<file path="config.mk">
export PLATFORM = sky130hd
export DESIGN_NAME = rdf_rx_desc
export DESIGN_NICKNAME = d
export VERILOG_FILES = /design/src/shared/rdf_pkg.sv /design/src/design/rdf_rx_desc.sv
export SDC_FILE = /design/constraint.sdc
export NUM_CORES = 1
export LEC_CHECK = 0
export ABC_AREA = 1
export BUFFER_PORTS_ARGS = -buffer_cell sky130_fd_sc_hd__buf_2
export CORE_MARGIN = 2
export CORE_UTILIZATION = 50
export DETAILED_ROUTE_END_ITERATION = 10
export PLACE_DENSITY = 0.84
export SLEW_MARGIN = 10
export SYNTH_ARGS = -nofsm -noshare
export SYNTH_HDL_FRONTEND = slang
export SYNTH_SLANG_ARGS = --single-unit
</file>
<file path="constraint.sdc">
create_clock -name pclk -period 1.68 [get_ports pclk]
set_clock_uncertainty 0.15 [all_clocks]
set_input_delay 0.084 -clock pclk [delete_from_list [all_inputs] [get_ports pclk]]
set_output_delay 0.084 -clock pclk [all_outputs]
set_load 0.02 [all_outputs]
</file>
<file path="src/shared/rdf_pkg.sv">
package rdf_pkg;

    // Field widths of the descriptor and host bus
    localparam int REF_W  = 14;
    localparam int CNT_W  = 16;
    localparam int STAT_W = 6;
    localparam int OFF_W  = 2;
    localparam int ADDR_W = 8;
    localparam int INT_W  = 2;
    localparam int PKT_W  = 16;

    // Register byte addresses
    localparam logic [ADDR_W-1:0] ADDR_CTRL  = 8'h00;
    localparam logic [ADDR_W-1:0] ADDR_ISTAT = 8'h04;
    localparam logic [ADDR_W-1:0] ADDR_IMASK = 8'h08;
    localparam logic [ADDR_W-1:0] ADDR_PKTS  = 8'h0C;
    localparam logic [ADDR_W-1:0] ADDR_STATE = 8'h10;

    // Field positions
    localparam int CTRL_EN_BIT  = 0;
    localparam int CTRL_OFF_LSB = 1;
    localparam int INT_DONE_BIT = 0;
    localparam int INT_ERR_BIT  = 1;
    localparam int STATE_REF_LSB = 8;

    // Reset values and fixed codes
    localparam logic              CTRL_EN_RST  = 1'h0;
    localparam logic [OFF_W-1:0]  CTRL_OFF_RST = 2'h0;
    localparam logic [INT_W-1:0]  IMASK_RST    = 2'h0;
    localparam logic [CNT_W-1:0]  SHORT_FCS    = 16'h8000;
    localparam logic [OFF_W-1:0]  OFF_NONE     = 2'h0;
    localparam logic [STAT_W-1:0] STAT_NONE    = 6'h00;

    typedef enum logic [4:0] {
        S_GET   = 5'b00001,
        S_FILL  = 5'b00010,
        S_LINK  = 5'b00100,
        S_CHAIN = 5'b01000,
        S_DESC  = 5'b10000
    } rdf_state_e;

    // Per-byte error flags from the frame processor
    typedef struct packed {
        logic short_fcs;
        logic abort;
        logic not_byte;
        logic crc;
        logic too_long;
        logic overrun;
    } rdf_err_s;

    typedef struct packed {
        logic [7:0] data;
        logic       last;
        rdf_err_s   err;
    } rdf_byte_s;

    // Free descriptor as read from host memory
    typedef struct packed {
        logic [REF_W-1:0] ref_id;
        logic [CNT_W-1:0] size;
    } rdf_free_s;

    // Data byte store into a buffer
    typedef struct packed {
        logic [REF_W-1:0] ref_id;
        logic [CNT_W-1:0] addr;
        logic [7:0]       data;
    } rdf_wr_s;

    // Device-written fields of a receive_packet_descriptor
    typedef struct packed {
        logic [REF_W-1:0]  ref_id;
        logic              chain_end;
        logic [OFF_W-1:0]  offset;
        logic [STAT_W-1:0] status;
        logic [CNT_W-1:0]  count;
        logic [REF_W-1:0]  next_ref;
    } rdf_desc_s;

endpackage

</file>
<file path="src/design/rdf_rx_desc.sv">
// Contract
// RL1: Chain-end flag one in last or sole descriptor, zero in earlier ones.
// RL2: Offset counts undefined filler bytes before packet data in a buffer.
// RL3: Only first descriptor of a chain carries offset; others get zero.
// RL4: Status bit 0 overrun, bit 1 oversize, bit 2 CRC error.
// RL5: Status bit 3 non-whole bytes, bit 4 abort, bit 5 always zero.
// RL6: Status meaningful only in last or sole descriptor.
// RL7: Sixteen-bit byte count of bytes holding packet data per descriptor.
// RL8: Byte count excludes offset filler bytes.
// RL9: Count above 32767 flags packet shorter than its FCS.
// RL10: Host treats count invalid when overrun or abort set.
// RL11: With chain-end zero, next field holds reference of following descriptor.
// RL12: Host ignores next field when chain-end is one.
// RL13: Chain descriptors when a packet needs more than one buffer.
// RL14: Host programs buffer size as non-zero multiple of four up to 32764.
// RL15: Buffer size is used from every descriptor, mid-chain included.
// RL16: Device reads but never writes buffer size and start address.
// RL17: All other descriptor fields are written only by the device.
// RL18: Never overfill a buffer, filler included; move on when full.
// RL19: Status written only after the final packet byte is stored.
`timescale 1ns/1ps
module rdf_rx_desc
(
    input  wire logic                           pclk,
    input  wire logic                           presetn,
    input  wire logic                           psel,
    input  wire logic                           penable,
    input  wire logic                           pwrite,
    input  wire logic [rdf_pkg::ADDR_W-1:0]     paddr,
    input  wire logic [31:0]                    pwdata,
    output logic      [31:0]                    prdata,
    output logic                                pready,
    output logic                                pslverr,
    output logic                                irq,
    input  wire logic                           free_valid,
    input  wire rdf_pkg::rdf_free_s             free_desc,
    output logic                                free_ready,
    input  wire logic                           in_valid,
    input  wire rdf_pkg::rdf_byte_s             in_byte,
    output logic                                in_ready,
    output logic                                wr_valid,
    output rdf_pkg::rdf_wr_s                    wr_req,
    input  wire logic                           wr_ready,
    output logic                                dw_valid,
    output rdf_pkg::rdf_desc_s                  dw_desc,
    input  wire logic                           dw_ready
);

    typedef struct packed {
        rdf_pkg::rdf_state_e                st;
        logic [rdf_pkg::REF_W-1:0]          cur_ref;
        logic [rdf_pkg::CNT_W-1:0]          cur_size;
        logic [rdf_pkg::CNT_W-1:0]          pos;
        logic [rdf_pkg::CNT_W-1:0]          cnt;
        logic                               first;
        logic [rdf_pkg::OFF_W-1:0]          off;
        rdf_pkg::rdf_err_s                  err;
        logic                               last_seen;
        logic                               ctrl_en;
        logic [rdf_pkg::OFF_W-1:0]          ctrl_off;
        logic [rdf_pkg::INT_W-1:0]          istat;
        logic [rdf_pkg::INT_W-1:0]          imask;
        logic [rdf_pkg::PKT_W-1:0]          pkts;
        logic [31:0]                        prdata;
        logic                               pready;
        logic                               pslverr;
        logic                               irq;
        logic                               free_ready;
        logic                               in_ready;
        logic                               wr_valid;
        rdf_pkg::rdf_wr_s                   wr_req;
        logic                               dw_valid;
        rdf_pkg::rdf_desc_s                 dw_desc;
    } rdf_regs_s;

    rdf_regs_s                              s_reg;
    rdf_regs_s                              s_next;

    logic                                   setup;
    logic                                   wr_acc;
    logic                                   mapped;
    logic [rdf_pkg::INT_W-1:0]              ev;
    logic [rdf_pkg::INT_W-1:0]              w1c;
    logic [rdf_pkg::STAT_W-1:0]             fin_stat;

    // Bus phase decode
    assign setup  = psel && !penable;
    assign wr_acc = psel && penable && s_reg.pready && pwrite;
    assign mapped = (paddr == rdf_pkg::ADDR_CTRL) || (paddr == rdf_pkg::ADDR_ISTAT) ||
                    (paddr == rdf_pkg::ADDR_IMASK) || (paddr == rdf_pkg::ADDR_PKTS) ||
                    (paddr == rdf_pkg::ADDR_STATE);

    // Final status: errors gathered over the packet, top bit zero
    assign fin_stat = {1'b0, s_reg.err.abort, s_reg.err.not_byte,   // [RL5]
                       s_reg.err.crc, s_reg.err.too_long, s_reg.err.overrun};  // [RL4]

    // Next-state logic for engine, registers and outputs
    always_comb
    begin
        s_next = s_reg;
        ev = '0;
        w1c = '0;

        // Register writes take effect at the accepted access edge
        if (wr_acc && paddr == rdf_pkg::ADDR_CTRL)
        begin
            s_next.ctrl_en  = pwdata[rdf_pkg::CTRL_EN_BIT];
            s_next.ctrl_off = pwdata[rdf_pkg::CTRL_OFF_LSB +: rdf_pkg::OFF_W];
        end
        if (wr_acc && paddr == rdf_pkg::ADDR_IMASK)
        begin
            s_next.imask = pwdata[rdf_pkg::INT_W-1:0];
        end
        if (wr_acc && paddr == rdf_pkg::ADDR_ISTAT)
        begin
            w1c = pwdata[rdf_pkg::INT_W-1:0];
        end

        unique case (s_reg.st)
            rdf_pkg::S_GET:
            begin
                s_next.free_ready = s_reg.ctrl_en;
                if (free_valid && s_reg.free_ready)
                begin
                    s_next.free_ready = 1'b0;
                    s_next.cur_ref    = free_desc.ref_id;
                    s_next.cur_size   = free_desc.size;   // [RL15] [RL16]
                    s_next.off        = s_reg.ctrl_off;
                    s_next.pos        = {{(rdf_pkg::CNT_W-rdf_pkg::OFF_W){1'b0}}, s_reg.ctrl_off};  // [RL2]
                    s_next.cnt        = '0;
                    s_next.first      = 1'b1;
                    s_next.err        = '0;
                    s_next.last_seen  = 1'b0;
                    s_next.in_ready   = 1'b1;
                    s_next.st         = rdf_pkg::S_FILL;
                end
            end
            rdf_pkg::S_FILL:
            begin
                if (s_reg.wr_valid)
                begin
                    if (wr_ready)
                    begin
                        s_next.wr_valid = 1'b0;
                        if (s_reg.last_seen)
                        begin
                            // Status goes out only after the last byte is stored [RL19]
                            s_next.dw_valid          = 1'b1;
                            s_next.dw_desc.ref_id    = s_reg.cur_ref;
                            s_next.dw_desc.chain_end = 1'b1;                      // [RL1]
                            s_next.dw_desc.offset    = s_reg.first ? s_reg.off : rdf_pkg::OFF_NONE;  // [RL3]
                            s_next.dw_desc.status    = fin_stat;                  // [RL6]
                            s_next.dw_desc.count     = s_reg.err.short_fcs ?
                                                       (s_reg.cnt | rdf_pkg::SHORT_FCS) : s_reg.cnt;  // [RL9]
                            s_next.dw_desc.next_ref  = '0;                        // [RL17]
                            s_next.st                = rdf_pkg::S_DESC;
                        end
                        else if (s_reg.pos == s_reg.cur_size)
                        begin
                            // Buffer full: fetch another and chain [RL18] [RL13]
                            s_next.free_ready = 1'b1;
                            s_next.st         = rdf_pkg::S_LINK;
                        end
                        else
                        begin
                            s_next.in_ready = 1'b1;
                        end
                    end
                end
                else if (in_valid && s_reg.in_ready)
                begin
                    s_next.in_ready       = 1'b0;
                    s_next.wr_valid       = 1'b1;
                    s_next.wr_req.ref_id  = s_reg.cur_ref;
                    s_next.wr_req.addr    = s_reg.pos;
                    s_next.wr_req.data    = in_byte.data;
                    s_next.pos            = s_reg.pos + 16'h0001;
                    s_next.cnt            = s_reg.cnt + 16'h0001;  // [RL7] [RL8]
                    s_next.err            = s_reg.err | in_byte.err;
                    s_next.last_seen      = in_byte.last;
                end
            end
            rdf_pkg::S_LINK:
            begin
                if (free_valid && s_reg.free_ready)
                begin
                    // Close the full buffer with a link to the new one
                    s_next.free_ready        = 1'b0;
                    s_next.dw_valid          = 1'b1;
                    s_next.dw_desc.ref_id    = s_reg.cur_ref;
                    s_next.dw_desc.chain_end = 1'b0;                           // [RL1]
                    s_next.dw_desc.offset    = s_reg.first ? s_reg.off : rdf_pkg::OFF_NONE;  // [RL3]
                    s_next.dw_desc.status    = rdf_pkg::STAT_NONE;              // [RL6] [RL19]
                    s_next.dw_desc.count     = s_reg.cnt;                       // [RL7] [RL8]
                    s_next.dw_desc.next_ref  = free_desc.ref_id;                // [RL11]
                    s_next.cur_ref           = free_desc.ref_id;
                    s_next.cur_size          = free_desc.size;                  // [RL15]
                    s_next.pos               = '0;
                    s_next.cnt               = '0;
                    s_next.first             = 1'b0;
                    s_next.st                = rdf_pkg::S_CHAIN;
                end
            end
            rdf_pkg::S_CHAIN:
            begin
                if (dw_ready)
                begin
                    s_next.dw_valid = 1'b0;
                    s_next.in_ready = 1'b1;
                    s_next.st       = rdf_pkg::S_FILL;
                end
            end
            rdf_pkg::S_DESC:
            begin
                if (dw_ready)
                begin
                    s_next.dw_valid = 1'b0;
                    s_next.pkts     = s_reg.pkts + 16'h0001;
                    ev[rdf_pkg::INT_DONE_BIT] = 1'b1;
                    ev[rdf_pkg::INT_ERR_BIT]  = |s_reg.dw_desc.status;
                    s_next.free_ready = s_reg.ctrl_en;
                    s_next.st         = rdf_pkg::S_GET;
                end
            end
        endcase

        // Sticky events: a new event wins over a clear in the same cycle
        s_next.istat = (s_reg.istat & ~w1c) | ev;
        s_next.irq   = |(s_next.istat & s_next.imask);

        // Zero-wait answer: ready and read data loaded at the setup edge
        s_next.pready  = setup;
        s_next.pslverr = setup && !mapped;
        s_next.prdata  = '0;
        if (setup && !pwrite)
        begin
            unique case (paddr)
                rdf_pkg::ADDR_CTRL:
                begin
                    s_next.prdata[rdf_pkg::CTRL_EN_BIT] = s_reg.ctrl_en;
                    s_next.prdata[rdf_pkg::CTRL_OFF_LSB +: rdf_pkg::OFF_W] = s_reg.ctrl_off;
                end
                rdf_pkg::ADDR_ISTAT: s_next.prdata[rdf_pkg::INT_W-1:0] = s_reg.istat;
                rdf_pkg::ADDR_IMASK: s_next.prdata[rdf_pkg::INT_W-1:0] = s_reg.imask;
                rdf_pkg::ADDR_PKTS:  s_next.prdata[rdf_pkg::PKT_W-1:0] = s_reg.pkts;
                rdf_pkg::ADDR_STATE:
                begin
                    s_next.prdata[4:0] = s_reg.st;
                    s_next.prdata[rdf_pkg::STATE_REF_LSB +: rdf_pkg::REF_W] = s_reg.cur_ref;
                end
                default: s_next.prdata = '0;
            endcase
        end
    end

    // State register
    always_ff @(posedge pclk or negedge presetn)
    begin
        if (!presetn)
        begin
            s_reg          <= '0;
            s_reg.st       <= rdf_pkg::S_GET;
            s_reg.ctrl_en  <= rdf_pkg::CTRL_EN_RST;
            s_reg.ctrl_off <= rdf_pkg::CTRL_OFF_RST;
            s_reg.imask    <= rdf_pkg::IMASK_RST;
        end
        else
        begin
            s_reg <= s_next;
        end
    end

    // Outputs straight from the state register
    assign prdata     = s_reg.prdata;
    assign pready     = s_reg.pready;
    assign pslverr    = s_reg.pslverr;
    assign irq        = s_reg.irq;
    assign free_ready = s_reg.free_ready;
    assign in_ready   = s_reg.in_ready;
    assign wr_valid   = s_reg.wr_valid;
    assign wr_req     = s_reg.wr_req;
    assign dw_valid   = s_reg.dw_valid;
    assign dw_desc    = s_reg.dw_desc;

endmodule

</file>
# == After elaboration in Yosys (flattened, before gate mapping) ==
# Cells that the tools add are included.
# word_totals
register_bits,230
latch_bits,0
ram_bits,0
rom_bits,0
in_bits,94
output_inout_bits,130
word_cells,162
n_memories,0
# classes
add_sub_neg,3
multipliers,0
div_mod_pow,0
n_lt_le_gt_ge,0
n_eq_ne,27
n_shift,0
mux,50
bitwise_logic,6
n_reduce_logical,40
# ops
cell,n
$mux W54,4
$pmux W53 S2,1
$pmux W32 S3,1
$mux W77,1
$mux W68,1
$mux W32,2
$pmux W30 S2,1
$add A16 B1 Y16 const B,3
$mux W40,1
$mux W5,6
$pmux W5 S5,1
$mux W22,1
$ne A2 B2 Y1 const B,11
$reduce_and A7 Y1,3
$eq A16 B16 Y1,1
$eq A8 B4 Y1 const B,2
$mux W16,1
$mux W2,8
$pmux W8 S2,1
$ne A3 B3 Y1 const B,5
$mux W7,2
$pmux W7 S2,1
$logic_and A1 B1 Y1,11
$pmux W2 S5,1
33 further kinds,56

# == Longest topological paths before layout ==
# Gate-level depths: netlist of the first run.
# depth
depth_word,10
mapped_depth,12
depth_no_buf,12

# == Least setup slack after synthesis of the first run ==
# No wires, ideal clock.
# synth_path
kind,reg-to-reg
startpoint,reg s_reg (netlist bit free_ready)
endpoint,reg s_reg (netlist bit dw_desc[10])
setup_ns,0.117
t_arrival_ns,1.519
required_ns,1.413
path_slack_ns,-0.106
path_stages_with_launch,10
path_buffers,2
period_less_slack_ns,1.786
cell_sequence,dfrtp_1 nand2_1 nand4_1 nand2_1 nor2_4 nand2_2 buf_6 buf_4 nand2_1 nand2_1
# synth_via
elab_chain_cells,3
# synth_rtl
element,line,text
start: declaration,rdf_rx_desc.sv:76,rdf_regs_s s_reg;
start signal: assignment,rdf_rx_desc.sv:269,s_reg <= s_next;
$logic_and A1 B1 Y1,rdf_rx_desc.sv:185,if (free_valid && s_reg.free_ready)
$ne A2 B2 Y1 (no line),-,
$reduce_and A5 Y1 (no line),-,
# Every way passes these cells.
# A chain may end at the register's enable or synchronous reset.

# == Final worst setup path of the first run ==
# layout_path
startpoint,reg s_reg[227] in the netlist's numbering
endpoint,reg s_reg[171] in the netlist's numbering
# layout_via
elab_chain_cells,3
word_cells_on_any_way,10
cone_classes,7 x eq/ne; 1 x mux; 2 x reduce/logical
# layout_rtl
element,line,text
"$eq A5 B2 Y1, or another cell as far along",rdf_rx_desc.sv:119,unique case (s_reg.st)
$ne A2 B2 Y1 (no line) or $reduce_bool A3 Y1 (tied branches),-,
$reduce_and A5 Y1 (no line),-,
# Several ways; a longest one is shown, not always the timed one.

==> results of run 1 <==
==> worst min path at each step <==
stage	start	to	slack [ns]	cells after the start
5_1_grt	paddr[2]	prdata[14]$_DFF_PN0_	0.03	6
2_1_floorplan	presetn	dw_desc[0]$_DFFE_PN0P_	-0.36	0
4_1_cts	paddr[3]	prdata[2]$_DFF_PN0_	-0.12	6
6_report	paddr[3]	prdata[1]$_DFF_PN0_	-0.01	6
3_5_place_dp	presetn	wr_req[3]$_DFFE_PN0P_	-0.10	1
3_3_place_gp	presetn	wr_req[6]$_DFFE_PN0P_	-0.11	1
==> area by class of cell <==
type,count,area (um^2)
inverters,111,437
well taps,275,344
clock inverters,8,150
fillers,1498,6730
flip-flops and latches,219,5480
multi-input cells,783,4100
repair buffers,384,3080
clock buffers,35,693
==> power groups by stage <==
stage                     Sequential (W)  Clock [W]  Combinational, W
after floorplan                  0.00549          0          0.000303
after global placement           0.00549          0          0.000551
after detailed placement         0.00550          0          0.000566
after CTS                        0.00540    0.00569          0.000691
after global routing             0.00541    0.00593          0.000820
final                            0.00541    0.00564          0.000750
==> critical path, delay by kind of cell, from the launching register on <==
family	cells	cell delay (ns)
AOI/OAI and AO/OA	2	0.21
DFF	1	0.42
and+or+nand+nor	4	0.80
buffers and inverters	2	0.32
==> per-stage QoR <==
step                      setup WS [ns]  total power [W]  instance area [um^2]
after floorplan                 -0.0439          0.00579                 10800
after global placement           -0.128          0.00605                 11900
after detailed placement         -0.179          0.00606                 11900
after CTS                        -0.143           0.0118                 13600
after global routing             -0.418           0.0122                 14300
final                            -0.314           0.0118                 14300
==> routing by layer <==
| layer | up-vias | track usage, % | share of wire [%] |
|---|---|---|---|
| met5 | - | 0 | 0 |
| met4 | 0 | 8.87 | 3.9 |
| met3 | 128 | 4.03 | 8.6 |
| met2 | 568 | 44.1 | 50 |
| met1 | 4720 | 32.0 | 38 |
| li1 | 4442 | - | - |
==> cells in the mapped netlist (2+ instances only) <==
master	number
mux2_4	8
xor2_1	18
a21oi_1	30
o21ai_1	24
nor2_2	3
nand4_1	21
o211ai_2	2
ha_1	3
nor2_4	8
nor3_1	31
clkbuf_1	17
buf_2	10
dfrtp_1	218
nand2_2	3
nor2_1	66
buf_4	125
inv_1	108
nand3b_1	3
xnor2_1	5
o21ai_0	110
o22ai_1	4
inv_2	2
o31ai_1	2
buf_6	8
nand2_1	362
nand3_2	2
nand2_4	2
nand3_1	57
==> repair_timing <==
action,4_1_cts,5_1_grt
gates cloned,2,18
endpoints found under the setup margin,164,181
pin swaps,11,16
gates resized for setup,66,93
hold buffers,60,3
buffers inserted,7,5
endpoints found under the hold margin,321,3
==> kinds of logic (layout without fill, tap and decap cells) <==
family / count (synthesis) / after routing / synth area share (%)
and+or+nand+nor: 561 / 563 / 22.5
DFF: 219 / 219 / 51.1
AOI/OAI and AO/OA: 175 / 175 / 8.48
muxes: 8 / 8 / 1.12
other: 1 / 11 / 0.0349
xor gates and xnor gates: 23 / 23 / 1.88
adders and majority gates: 3 / 3 / 0.350
buffers and inverters: 271 / 538 / 14.6
==> run_results.csv, run 1 <==
group,metric,value,unit
pwr,swShare,22.5,%
finish,nets,1621,
die,io_pins,224,
pwr,peakVddDrop,0.652,mV
grt,grt_usage,25.3,%
finish,drive_gt1_share,30.5,%
synth,ys_top_cells_by_area,"dfrtp_1, nand2_1, buf_4",
routing,ant_nets,0,
routing,avgViaCountPerCell,5.43,
worst_setup_path,regToRegStartpoint,"s_reg[227]$_DFFE_PN0P_",
routing,drc_errors,0,
synth,ys.flop_type,"dfrtp_1",
synth,postSynthCellCount,1261,
finish,fin_cells,1815,
pwr,power_frac_comb,6.4,%
placement,dpl.hpwl,19.3,mm
worst_setup_path,crit_end,"s_reg[171]$_DFFE_PN0P_",
routing,routed_wl,33.0,mm
clock_tree,clkTransAtPathRegs,0.06,ns
worst_setup_path,cp.arrival,2.28,ns
sta,final_hold_viol_count,2,
worst_setup_path,worst-r2r-cell-count,8,
finish,largest_reg_flops,95,
sta,fin_tns_setup,-26.52,ns
synth,yosys_warnings,0,
synth,synth_edf_count,0,
pwr,power_leakage,7.40,nW
finish,fin_util,68.0,%
clock_tree,clkLatencyLatePin,0.52,ns
run,max-cap-violations,0,
worst_setup_path,cp-end-kind,"flop",
clock_tree,cts_buffer_depth,3,
finish,area_growth,33.2,%
synth,synthesis.area,0.0107,mm^2
sta,rsz0062_at_grt,"yes",
synth,synthDominantCellAreaShare,50.8,%
routing,routed-via-count,9858,
worst_setup_path,worst-r2r-setup-slack,-0.31,ns
pwr,p_clk_share,47.8,%
worst_setup_path,cp_max_fo,6,
clock_tree,cts_buffers,25,
placement,port-buffer-count,183,
routing,dr.pass1.iters,6,
pwr,power_density,826,mW/mm^2
clock_tree,clock-sinks,219,
run_status,violations,"hold timing, setup timing",
sta,min_period,1.99,ns
hold_path,hold_path_class,"input pin to flop",
finish,antenna_cells,0,
die,rows,53,
clock_tree,cts_tree,"yes",
die,die_area,0.0227,mm^2
finish,final_cell_mix,"nand2_1, dfrtp_1, buf_2",
sta,setup_viol,176,
synth,synth_top_cell_by_area,"dfrtp_1",
pwr,p_int,0.00915,W
synth,ys_ff_latch,219,
grt,grt_pass1_vias,9260,
synth,ys_async_sr_fraction,100,%
grt,antenna_found_initial,0,
synth,yosysSeqAreaShare,51.1,%
grt,grt_pass1_wl,45.6,mm
worst_setup_path,path_cells,"nor2_4, nand4_1, inv_2, o21ai_2, nor2_4, buf_6, nand4_1, o21ai_1",
synth,synth_area_per_cell,8.51,um^2
grt,overflow,0,
routing,detail_route.iter0.violations,747,
sta,drv_slew,0,
pwr,pwr-share-seq,45.8,%
run_status,status,"complete, but fails checks",
worst_setup_path,critical_path_class,"flop to flop",
die,core,0.0210,mm^2
sta,fin_ws,-0.314,ns
grt,grt_max_degree,56,
worst_setup_path,r2r-end,"s_reg[171]$_DFFE_PN0P_",
placement,placed_cells,1677,
sta,fin_crit_sh,119,%
placement,gp_congestion,0.914,
die,die_h,151,um
worst_setup_path,crit_start,"s_reg[227]$_DFFE_PN0P_",
die,die_x,151,um
die,initial_core_util,51.1,%
clock_tree,cts-htree-levels,1,
sta,max_freq,502,MHz
pwr,power.switching,0.00265,W
routing,wire_per_inst,18.2,um
worst_setup_path,crit_slowest_cell,"dfrtp_1",
worst_setup_path,slowest_delay,0.42,ns
worst_setup_path,worst_setup_path_start_kind,"flop",
worst_setup_path,cp.required,1.96,ns
synth,synth_cell_types,37,
finish,layout_commonest_cell,"nand2_1",
clock_tree,clock-root-buffer,"clkbuf_16",
sta,fin_hold_ws,-0.0111,ns
Power figures use the tool's default switching activity.
==> run 2: changes to the inputs <==
ABC_AREA = not set   (was 1)
==> run_results.csv, run 2 <==
group,metric,value,unit
run_status,status,"complete, but fails checks",
run_status,violations,"hold timing, setup timing",
synth,postSynthCellCount,976,
routing,routed_wl,34.5,mm
clock_tree,cts-htree-levels,1,
worst_setup_path,cp.required,1.96,ns
die,die_area,0.0219,mm^2
routing,detail_route.iter0.violations,749,
grt,overflow,0,
worst_setup_path,critical_path_class,"flop to flop",
sta,rsz0062_at_grt,"yes",
sta,min_period,2.27,ns
run,max-cap-violations,0,
die,core,0.0203,mm^2
finish,fin_cells,1587,
finish,area_growth,47.5,%
finish,nets,1398,
placement,dpl.hpwl,18.2,mm
worst_setup_path,r2r-end,"s_reg[174]$_DFFE_PN0P_",
placement,placed_cells,1408,
sta,max_freq,440,MHz
clock_tree,cts_hold_buf,61,
grt,grt_max_degree,50,
die,die_h,148,um
hold_path,holdCritStartpoint,"paddr[6]",
worst_setup_path,crit_slowest_cell,"dfrtp_1",
pwr,peakVddDrop,1.03,mV
synth,synth_top_cell_by_area,"dfrtp_1",
finish,largest_reg_flops,95,
synth,yosys_warnings,0,
routing,wl_met2,17.2,mm
worst_setup_path,crit_end,"s_reg[174]$_DFFE_PN0P_",
routing,top_layer_used,"met4",
finish,layout_commonest_cell,"dfrtp_1",
sta,fin_crit_sh,135,%
sta,fin_hold_ws,-0.0443,ns
worst_setup_path,worst-r2r-cell-count,8,
pwr,power_leakage,7.84,nW
routing,avgViaCountPerCell,5.71,
clock_tree,clkTransAtPathRegs,0.07,ns
synth,ys_top_cells_by_area,"dfrtp_1, buf_4, mux2_2",
sta,setup_viol,189,
synth,yosysMostFrequentCell,"dfrtp_1",
grt,grt_pass1_wl,49.3,mm
synth,ys.flop_type,"dfrtp_1",
grt,grt_pass1_vias,9178,
worst_setup_path,regToRegStartpoint,"s_reg[228]$_DFFE_PN0P_",
routing,drc_errors,0,
sta,fin_ws,-0.594,ns
placement,port-buffer-count,183,
routing,wire_per_inst,21.8,um
synth,synthesis.area,0.0104,mm^2
sta,final_hold_viol_count,2,
grt,grt_usage,28.3,%
worst_setup_path,path_common_cell,"buf_6",
worst_setup_path,cp-end-kind,"flop",
grt,antenna_found_initial,0,
routing,wl_met1,13.2,mm
sta,drv_slew,0,
routing,route.met3.wl,2.64,mm
pwr,power_density,1380,mW/mm^2
die,rows,52,
die,initial_core_util,51.0,%
synth,synth_edf_count,0,
routing,dr.pass1.iters,6,
clock_tree,cts_buffer_depth,3,
clock_tree,clock-root-buffer,"clkbuf_16",
placement,gp_congestion,0.862,
synth,synth_area_per_cell,10.6,um^2
synth,synthTopCellsByCount,"dfrtp_1, nand2_1, buf_4",
routing,routed-via-count,9069,
placement,placed_area,0.0119,mm^2
worst_setup_path,slowest_delay,0.43,ns
die,die_x,148,um
finish,fin_area,0.0153,mm^2
clock_tree,cts_tree,"yes",
sta,slew_headroom,64.2,%
worst_setup_path,path_cells,"buf_6, and2b_2, a21oi_2, buf_6, o211ai_1, buf_4, or3_1, a21oi_1",
clock_tree,cts_buffers,24,
worst_setup_path,cp_max_fo,10,
synth,yosysSeqAreaShare,52.9,%
worst_setup_path,cp.arrival,2.56,ns
synth,synth_cell_types,68,
clock_tree,clkLatencyLatePin,0.54,ns
finish,drive_gt1_share,50.3,%
synth,ys_ff_latch,219,
clock_tree,clock-sinks,219,
worst_setup_path,crit_start,"s_reg[228]$_DFFE_PN0P_",
worst_setup_path,worst_setup_path_start_kind,"flop",
synth,synthDominantCellAreaShare,52.7,%
hold_path,hold_path_class,"input pin to flop",
sta,worstMarginPinSlew,0.537,ns
finish,final_cell_mix,"dfrtp_1, buf_2, buf_4",
finish,antenna_cells,0,
routing,ant_nets,0,
die,io_pins,224,
synth,ys_async_sr_fraction,100,%
worst_setup_path,worst-r2r-setup-slack,-0.59,ns
run 2: worst min-delay path by stage:
stage,endpoint,slack [ns],depth (start not counted)
after global routing,s_reg[146]$_DFF_PN0_,-0.03,5
after detailed placement,wr_req[4]$_DFFE_PN0P_,-0.12,1
after floorplan,dw_desc[0]$_DFFE_PN0P_,-0.36,0
after global placement,wr_req[4]$_DFFE_PN0P_,-0.13,1
after CTS,s_reg[147]$_DFF_PN0_,-0.07,5
final,s_reg[147]$_DFF_PN0_,-0.04,5
run 2: layout make-up:
type,instances,area [um^2]
fillers,1147,5020
multi-input cells,595,4760
flip-flops and latches,219,5490
clock inverters,10,190
inverters,9,33.8
clock buffers,32,691
well taps,270,338
repair buffers,452,3770
run 2: kinds of logic (layout without fill, tap and decap cells):
group	Yosys count	count (layout)	share of synthesized area, %
and+or+nand+nor	331	331	15.2
DFF	219	219	52.9
buffers and inverters	173	503	11.1
AOI/OAI and AO/OA	138	139	9.11
muxes	69	69	7.72
xor gates and xnor gates	42	42	3.62
adders and majority gates	3	3	0.362
other	1	11	0.0362
run 2: metrics by stage:
| stage | power, W | TNS (ns) | setup slack (ns) | hold slack, ns | util [%] |
|---|---|---|---|---|---|
| 6_report | 0.0211 | -66.80 | -0.594 | -0.0443 | 75.3 |
| 5_1_grt | 0.0219 | -76.30 | -0.636 | -0.0276 | 75.3 |
| 4_1_cts | 0.0198 | -51.68 | -0.464 | -0.0654 | 71.7 |
| 3_5_place_dp | 0.0129 | -53.76 | -0.483 | -0.121 | 58.4 |
| 3_3_place_gp | 0.0127 | -49.01 | -0.453 | -0.128 | 58.4 |
| 2_1_floorplan | 0.0111 | -27.08 | -0.299 | -0.362 | - |
run 2: critical path, delay by kind of cell (launching register included):
family	cells	cell delay [ns]
AOI/OAI and AO/OA	3	0.47
buffers and inverters	3	0.53
DFF	1	0.43
and+or+nand+nor	2	0.59
run 2: layer usage:
layer	GRT usage, %	up-vias
met1	36.3	4533
met5	0	-
met2	48.8	514
met4	9.62	0
li1	-	3890
met3	4.94	132
run 2: power breakdown:
group          internal (W)  switching [W]  leakage (nW)
registers           0.00644        0.00109          2.95
clock network       0.00365        0.00219         0.435
logic               0.00371        0.00402          4.46
run 2: repair_timing:
action,4_1_cts,5_1_grt
setup buffers,49,30
endpoints found under the setup margin,184,203
pin swaps,58,80
hold endpoints to repair,307,2
gates cloned,13,3
resized for setup,149,170
